$ cat src/uop_defs.svh
// Register offsets, field positions, reset values and timing figures
`ifndef UOP_DEFS_SVH
`define UOP_DEFS_SVH
`define UOP_ADDR_CTRL   8'h11
`define UOP_ADDR_STAT   8'h06
`define UOP_CTRL_RST    8'h00
`define UOP_STAT_RST    8'h00
`define UOP_BIT_TRIG    7
`define UOP_BIT_CHK     6
`define UOP_BIT_SKIPL   3
`define UOP_BIT_SKIPP   2
`define UOP_SEL_HI      1
`define UOP_SEL_LO      0
`define UOP_BIT_ACT     1
`define UOP_BIT_FAIL    0
`define UOP_RGN_UA0     2'h0
`define UOP_RGN_UA1     2'h1
`define UOP_RGN_UA2     2'h2
`define UOP_RGN_RSV     2'h3
`define UOP_CHK_LAST    4'h8
`define UOP_PRG_LAST    4'h2
`define UOP_CHK_WAIT_US 1500
`endif

$ cat src/uop_pkg.sv
// Types shared by the user OTP program and check block
package uop_pkg;
    typedef enum logic [2:0] {
        UOP_OP_READ, UOP_OP_LOW, UOP_OP_HIGH,
        UOP_OP_CRC, UOP_OP_PROG, UOP_OP_LOAD
    } uop_op_e;
    typedef enum logic [1:0] {
        UOP_ST_IDLE, UOP_ST_ISSUE, UOP_ST_WAIT
    } uop_st_e;
    typedef struct packed {
        logic    valid;
        uop_op_e op;
        logic [1:0] region;
        logic    skip_link;
        logic    skip_pos;
    } uop_req_s;
    typedef struct packed {
        logic done;
        logic ecc_dbl;
        logic crc_bad;
        logic mismatch;
    } uop_rsp_s;
endpackage
$ cat src/uop_otp_ctrl.sv
// User OTP program sequencer and margin check-read engine
`timescale 1ns/1ps
`include "uop_defs.svh"

module uop_otp_ctrl (
    // Clock and reset
    input  wire logic             clk_sys,
    input  wire logic             rst_n,
    // Register access
    input  wire logic [7:0]       reg_addr,
    input  wire logic             reg_wr,
    input  wire logic             reg_rd,
    input  wire logic [7:0]       reg_wdata,
    output logic      [7:0]       reg_rdata,
    // Device state
    input  wire logic             init_done_lock,
    // Mirror write tap
    input  wire logic             mirror_wr,
    input  wire logic [1:0]       mirror_region,
    output logic      [1:0]       shared_base,
    // OTP array engine
    output uop_pkg::uop_req_s     otp_req,
    input  wire uop_pkg::uop_rsp_s otp_rsp,
    // Region state and control register copy
    output logic      [2:0]       region_lock,
    output logic                  pos_clear,
    output logic      [7:0]       ctrl_value
);
    uop_pkg::uop_st_e  st_r, st_nxt;
    uop_pkg::uop_req_s req_r, req_nxt;
    logic [7:0] ctrl_r, ctrl_nxt;
    logic [7:0] rdata_r, rdata_nxt;
    logic [3:0] step_r, step_nxt;
    logic [1:0] base_r, base_nxt;
    logic [2:0] lock_r, lock_nxt;
    logic       chk_mode_r, chk_mode_nxt;
    logic       act_r, act_nxt;
    logic       fail_r, fail_nxt;
    logic       pclr_r, pclr_nxt;
    logic [1:0] prg_rgn_r, prg_rgn_nxt;
    logic       skl_r, skl_nxt;
    logic       skp_r, skp_nxt;
    logic       ctrl_wr;
    logic       start_chk;
    logic       start_prg;
    logic       chk_err;
    logic       chk_end;
    logic       prg_end;
    logic       fail_set;
    logic [1:0] cur_rgn;

    // Check order is area two, zero, one
    function automatic logic [1:0] chk_region(input logic [3:0] s);
        case (s)
            4'h0, 4'h1, 4'h2: chk_region = `UOP_RGN_UA2;
            4'h3, 4'h4, 4'h5: chk_region = `UOP_RGN_UA0;
            default:          chk_region = `UOP_RGN_UA1;
        endcase
    endfunction

    function automatic uop_pkg::uop_op_e chk_op(input logic [3:0] s);
        case (s)
            4'h0, 4'h3, 4'h6: chk_op = uop_pkg::UOP_OP_READ;
            4'h1, 4'h4, 4'h7: chk_op = uop_pkg::UOP_OP_LOW;
            default:          chk_op = uop_pkg::UOP_OP_HIGH;
        endcase
    endfunction

    function automatic uop_pkg::uop_op_e prg_op(input logic [3:0] s);
        case (s)
            4'h0:    prg_op = uop_pkg::UOP_OP_CRC;
            4'h1:    prg_op = uop_pkg::UOP_OP_PROG;
            default: prg_op = uop_pkg::UOP_OP_LOAD;
        endcase
    endfunction

    // Writes are inhibited once init-done is set, start included
    assign ctrl_wr   = reg_wr && reg_addr == `UOP_ADDR_CTRL && !init_done_lock;
    assign start_prg = ctrl_wr && st_r == uop_pkg::UOP_ST_IDLE
                       && reg_wdata[`UOP_BIT_TRIG]
                       && reg_wdata[`UOP_SEL_HI:`UOP_SEL_LO] != `UOP_RGN_RSV
                       && !lock_r[reg_wdata[`UOP_SEL_HI:`UOP_SEL_LO]];
    assign start_chk = ctrl_wr && st_r == uop_pkg::UOP_ST_IDLE
                       && reg_wdata[`UOP_BIT_CHK] && !start_prg;
    assign cur_rgn   = chk_mode_r ? chk_region(step_r) : prg_rgn_r;

    // Plain read adds CRC and lock; margin reads add compare
    always_comb begin
        chk_err = otp_rsp.ecc_dbl;
        if (chk_op(step_r) == uop_pkg::UOP_OP_READ) begin
            chk_err = chk_err || otp_rsp.crc_bad || !lock_r[cur_rgn];
        end else begin
            chk_err = chk_err || otp_rsp.mismatch;
        end
    end

    assign chk_end  = st_r == uop_pkg::UOP_ST_WAIT && chk_mode_r && otp_rsp.done
                      && (chk_err || step_r == `UOP_CHK_LAST);
    assign fail_set = chk_end && chk_err;
    assign prg_end  = st_r == uop_pkg::UOP_ST_WAIT && !chk_mode_r && otp_rsp.done
                      && (step_r == `UOP_PRG_LAST
                          || (step_r == 4'h1 && prg_rgn_r != `UOP_RGN_UA2));

    always_comb begin
        st_nxt       = st_r;
        req_nxt      = req_r;
        req_nxt.valid = 1'b0;
        ctrl_nxt     = ctrl_r;
        step_nxt     = step_r;
        base_nxt     = base_r;
        lock_nxt     = lock_r;
        chk_mode_nxt = chk_mode_r;
        act_nxt      = act_r;
        fail_nxt     = fail_r;
        pclr_nxt     = 1'b0;
        prg_rgn_nxt  = prg_rgn_r;
        skl_nxt      = skl_r;
        skp_nxt      = skp_r;
        rdata_nxt    = rdata_r;
        // Shared block follows the last area zero or one region written
        if (mirror_wr && mirror_region != `UOP_RGN_UA2
            && mirror_region != `UOP_RGN_RSV) begin
            base_nxt = mirror_region;
        end
        // Mid-check writes keep the check start bit, no relaunch
        if (ctrl_wr) begin
            ctrl_nxt = reg_wdata;
            if (st_r != uop_pkg::UOP_ST_IDLE && chk_mode_r) begin
                ctrl_nxt[`UOP_BIT_CHK] = 1'b1;
            end
        end
        if (reg_rd) begin
            case (reg_addr)
                `UOP_ADDR_CTRL: rdata_nxt = ctrl_r;
                `UOP_ADDR_STAT: rdata_nxt = {6'h00, act_r, fail_r};
                default:        rdata_nxt = 8'h00;
            endcase
            if (reg_addr == `UOP_ADDR_STAT && !act_r) begin
                fail_nxt = 1'b0;
            end
        end
        case (st_r)
            uop_pkg::UOP_ST_IDLE: begin
                if (start_prg) begin
                    chk_mode_nxt = 1'b0;
                    step_nxt     = 4'h0;
                    prg_rgn_nxt  = reg_wdata[`UOP_SEL_HI:`UOP_SEL_LO];
                    // Exclusions only act on area two
                    skl_nxt = reg_wdata[`UOP_BIT_SKIPL] && prg_rgn_nxt == `UOP_RGN_UA2;
                    skp_nxt = reg_wdata[`UOP_BIT_SKIPP] && prg_rgn_nxt == `UOP_RGN_UA2;
                    st_nxt  = uop_pkg::UOP_ST_ISSUE;
                end else if (start_chk) begin
                    chk_mode_nxt = 1'b1;
                    step_nxt     = 4'h0;
                    act_nxt      = 1'b1;
                    st_nxt       = uop_pkg::UOP_ST_ISSUE;
                end
            end
            uop_pkg::UOP_ST_ISSUE: begin
                req_nxt.valid     = 1'b1;
                req_nxt.op        = chk_mode_r ? chk_op(step_r) : prg_op(step_r);
                req_nxt.region    = cur_rgn;
                req_nxt.skip_link = !chk_mode_r && skl_r;
                req_nxt.skip_pos  = !chk_mode_r && skp_r;
                st_nxt            = uop_pkg::UOP_ST_WAIT;
            end
            uop_pkg::UOP_ST_WAIT: begin
                if (otp_rsp.done) begin
                    if (!chk_mode_r && step_r == 4'h1) begin
                        lock_nxt[prg_rgn_r] = 1'b1;
                        pclr_nxt = skp_r;
                    end
                    if (chk_end) begin
                        act_nxt  = 1'b0;
                        ctrl_nxt[`UOP_BIT_CHK] = 1'b0;
                        st_nxt   = uop_pkg::UOP_ST_IDLE;
                    end else if (prg_end) begin
                        // Trigger bit is left set
                        st_nxt = uop_pkg::UOP_ST_IDLE;
                    end else begin
                        step_nxt = step_r + 4'h1;
                        st_nxt   = uop_pkg::UOP_ST_ISSUE;
                    end
                end
            end
            default: begin
                st_nxt = uop_pkg::UOP_ST_IDLE;
            end
        endcase
        // Failure set wins over a same-cycle read clear
        if (fail_set) begin
            fail_nxt = 1'b1;
        end
    end

    always_ff @(posedge clk_sys) begin
        if (!rst_n) begin
            st_r       <= uop_pkg::UOP_ST_IDLE;
            req_r      <= '0;
            ctrl_r     <= `UOP_CTRL_RST;
            rdata_r    <= 8'h00;
            step_r     <= 4'h0;
            base_r     <= `UOP_RGN_UA0;
            lock_r     <= 3'h0;
            chk_mode_r <= 1'b0;
            act_r      <= 1'b0;
            fail_r     <= 1'b0;
            pclr_r     <= 1'b0;
            prg_rgn_r  <= `UOP_RGN_UA0;
            skl_r      <= 1'b0;
            skp_r      <= 1'b0;
        end else begin
            st_r       <= st_nxt;
            req_r      <= req_nxt;
            ctrl_r     <= ctrl_nxt;
            rdata_r    <= rdata_nxt;
            step_r     <= step_nxt;
            base_r     <= base_nxt;
            lock_r     <= lock_nxt;
            chk_mode_r <= chk_mode_nxt;
            act_r      <= act_nxt;
            fail_r     <= fail_nxt;
            pclr_r     <= pclr_nxt;
            prg_rgn_r  <= prg_rgn_nxt;
            skl_r      <= skl_nxt;
            skp_r      <= skp_nxt;
        end
    end

    // Mirror writes reach only the mirror; cells move on otp_req alone
    assign otp_req     = req_r;
    assign reg_rdata   = rdata_r;
    assign shared_base = base_r;
    assign region_lock = lock_r;
    assign pos_clear   = pclr_r;
    assign ctrl_value  = ctrl_r;
endmodule

$ cat config.mk
export PLATFORM = sky130hd
export DESIGN_NAME = uop_otp_ctrl
export DESIGN_NICKNAME = d
export VERILOG_FILES = /design/src/uop_pkg.sv /design/src/uop_otp_ctrl.sv
export VERILOG_INCLUDE_DIRS = /design/src
export SDC_FILE = /design/constraint.sdc
export NUM_CORES = 1
export LEC_CHECK = 0
export BUFFER_PORTS_ARGS = -buffer_cell sky130_fd_sc_hd__buf_4
export CORE_MARGIN = 5
export CORE_UTILIZATION = 41
export CTS_CLUSTER_DIAMETER = 40
export CTS_CLUSTER_SIZE = 8
export DETAILED_ROUTE_END_ITERATION = 10
export PLACE_DENSITY = 0.65
export SLEW_MARGIN = 40
export SYNTH_ARGS = -nofsm -noshare
export SYNTH_HDL_FRONTEND = slang
export SYNTH_SLANG_ARGS = --single-unit
$ cat constraint.sdc
create_clock -name clk_sys -period 3.7 [get_ports clk_sys]
set_input_delay 0.74 -clock clk_sys [delete_from_list [all_inputs] [get_ports clk_sys]]
set_output_delay 0.74 -clock clk_sys [all_outputs]
set_load 0.005 [all_outputs]
==> flow_summary.ini <==
[synth]
yosys.area.top_type = dfxtp_1
yosysTopAreaCellShare_pct = 40.95
syn_area_sq_um = 2102
synthFlopType = dfxtp_1
yosysSeqAreaShare_pct = 40.95
syn-mean-instance-area_sq_um = 8.650
async_flop_share_pct = 0
yosys_warnings = 0
synth.distinct_cells = 50
ys_top_cells_by_area = dfxtp_1, a21oi_1, nor2_1, nand3_1, nand2_1
synth_edf_count = 0
syn-instance-count = 243
syn_nets = 275
ys_ff_latch = 43

[timing]
max-slew-margin-rel_pct = 66.57
rsz0062_at_grt = no
setup_viol = 0
slew_viol_final = 0
whs_ps = 458.1
finClkSkew_ps = 5.141
period_share_pct = 64.95
tightest_slew_ps = 501.0
min_period_ps = 2403
hold_violations = 0
fmax_mhz = 416.1
setup_tns_ps = 0

[global_route]
grt_pass1_wl_um = 8466
overflow = 0
antenna_found_initial = 0
grt_pass1_vias = 1803
grt_max_degree = 18
grtUsageTotal_pct = 16.28

[setup_path]
worstPathMaxFanout = 7
ff2ff_setup_slack_ps = 1300
r2r_end = step_r[2]$_SDFFE_PN0P_
cp.required_ps = 3890
r2r-start = step_r[0]$_SDFFE_PN0P_
cp-end-kind = flip-flop
startpoint_type = flip-flop
cp.arrival_ps = 2590
crit_slowest_cell = or4_4
cp.depth = 8
path_class = flip-flop to flip-flop
endpoint = step_r[2]$_SDFFE_PN0P_
crit_chain = inv_1 > ha_1 > nor2_4 > mux2_4 > nor2_2 > or4_4 > a211o_1 > a32o_1
max_stage_delay_ps = 540
timing.critical_path.from = step_r[0]$_SDFFE_PN0P_
crit_family = simple AND/OR/NAND/NOR gates
cp.buffers_inverters = 1
r2r_cells = 8

[routing]
drc_errors = 0
drt.antenna.violating_nets = 0
dr_total_vias = 1925
firstDrtPassIters = 4
vias_per_cell = 5.245
wl_per_cell_um = 13.99
drt-total-wl_um = 5134
drt_iter0_drc = 83

[power_and_ir_drop]
leakage_nw = 1.048
p_int_mw = 0.6890
swShare_pct = 20.85
p_sw_mw = 0.1815
clkPwrFrac_pct = 40.7
vdd_drop_max_mv = 0.1662
combPwrFrac_pct = 5.9
powerDensity_nw_per_um2 = 326.3
p_seq_share_pct = 53.4

[clock_network]
clk_latency_ps = 290
postCtsResizedCells = 0
clock-sinks = 43
clockBufferDepth = 2
clkSlewWorstSetupHoldPaths_ps = 80
cts_buffers = 5
cts-root-buf = clkbuf_8
postCtsSetupBuffers = 0
hold_buffers = 0
cts_tree = done
cts_max_level = 2

[floorplan]
pin_count = 58
die_area_sq_um = 6659
start_util_pct = 41.69
rows = 26
die_h_um = 81.60
core_area_sq_um = 5042
die-width_um = 81.60

[layout]
ff_latch_area_sq_um = 860.8
multi_input_area_sq_um = 1147
mostFrequentLayoutCells = buf_4, dfxtp_1, a21oi_1
layout.cells.most_common = buf_4
area_delta_synth_final_pct = 26.90
final_cells = 367
diodes = 0
final_nets = 329
drive_above_1_share_pct = 26.26
fillers = 510

[placement]
post-dp-hpwl_um = 3911
gp_congestion = 0.7944
placed_cells = 360
io_buffer_count = 57

[flow_run]
max_cap_violations = 0

[outcome]
status = finished, final reports clean

[hold_path]
holdCritPathClass = flip-flop to flip-flop
==> synthesized netlist by cell type, types with 2 or more instances <==
| master | number |
|---|---|
| a211oi_1 | 5 |
| nand2_1 | 21 |
| a21oi_1 | 28 |
| nand3_1 | 16 |
| ha_1 | 4 |
| mux2i_1 | 6 |
| nor2b_1 | 5 |
| nor3_1 | 4 |
| dfxtp_1 | 43 |
| nor4bb_1 | 2 |
| and3_1 | 4 |
| a32o_1 | 2 |
| nor4_1 | 5 |
| buf_2 | 2 |
| and2_1 | 4 |
| a311oi_1 | 2 |
| nand2b_1 | 12 |
| o21a_1 | 3 |
| o21ai_0 | 2 |
| clkbuf_1 | 8 |
| nor2_2 | 2 |
| nand3b_1 | 4 |
| nor2_1 | 25 |
| a22oi_1 | 2 |
| inv_1 | 6 |
| nor3b_1 | 2 |
==> worst reg2reg max path: cells and delay by family, from the launching register on <==
kind	cells	cell delay, ps
fa+ha+maj	1	330
compound gates	2	520
simple gates	3	780
flops	1	410
buf+inv	1	100
mux	1	170
==> state kept, by name, indices dropped and copies added (netlist names), 2 cells and up <==
| name | count |
|---|---|
| ctrl_value | 8 |
| shared_base | 2 |
| step_r | 4 |
| st_r | 2 |
| region_lock | 3 |
| reg_rdata | 8 |
| otp_req | 8 |
| prg_rgn_r | 2 |
==> metrics by stage <==
| stage | area [sq um] | setup slack, ps | power [mW] | utilization [%] |
|---|---|---|---|---|
| 5_1_grt | 2668 | 1167 | 0.9029 | 52.90 |
| 6_report | 2668 | 1297 | 0.8704 | 52.90 |
| 3_3_place_gp | 2565 | 1086 | 0.5272 | 50.87 |
| 2_1_floorplan | 2102 | 1352 | 0.4934 | - |
| 3_5_place_dp | 2565 | 1030 | 0.5280 | 50.87 |
| 4_1_cts | 2668 | 1287 | 0.8800 | 52.90 |
==> logic make-up (layout without fill, tap and decap cells) <==
family	Yosys count	in the layout	share of synthesized area, %
buffers and inverters	19	73	4.464
adders and majority gates	4	4	2.381
AOI/OAI and AO/OA	59	59	20.77
DFF	43	43	40.95
and+or+nand+nor	111	111	27.86
muxes	7	7	3.571
==> routing by layer <==
layer	vias to the layer above	global-route usage, %	routed length, um
li1	973	-	-
met1	892	21.00	2205
met2	55	27.36	2534
met3	5	3.618	338
met4	0	4.485	56
met5	-	0	0
==> area by class of cell <==
type	count	area share, %
Multi-Input combinational cell	181	43.01
Sequential cell	43	32.27
Timing Repair Buffer	59	16.60
Tap cell	70	3.283
Clock buffer	6	2.720
Clock inverter	1	1.126
Inverter	7	0.9850
==> worst min-delay path by stage <==
stage,startpoint,to,slack [ps],cells past startpoint
final,otp_req[4]$_SDFFE_PN0P_,otp_req[4]$_SDFFE_PN0P_,460,2
after CTS,otp_req[4]$_SDFFE_PN0P_,otp_req[4]$_SDFFE_PN0P_,460,2
after global routing,skp_r$_SDFFE_PN0P_,pos_clear$_SDFF_PN0_,500,2
after global placement,otp_req[4]$_SDFFE_PN0P_,otp_req[4]$_SDFFE_PN0P_,450,2
after detailed placement,otp_req[4]$_SDFFE_PN0P_,otp_req[4]$_SDFFE_PN0P_,450,2
after floorplan,skp_r$_SDFFE_PN0P_,pos_clear$_SDFF_PN0_,420,2
==> power by group through the flow <==
stage / logic (mW) / clock network, mW / registers (mW)
final: 0.0514 / 0.354 / 0.465
after global placement: 0.0515 / 0 / 0.476
after floorplan: 0.0176 / 0 / 0.476
after global routing: 0.0561 / 0.382 / 0.465
after detailed placement: 0.0522 / 0 / 0.476
after CTS: 0.0523 / 0.363 / 0.465
No activity file was read; power rests on OpenSTA's default activity.
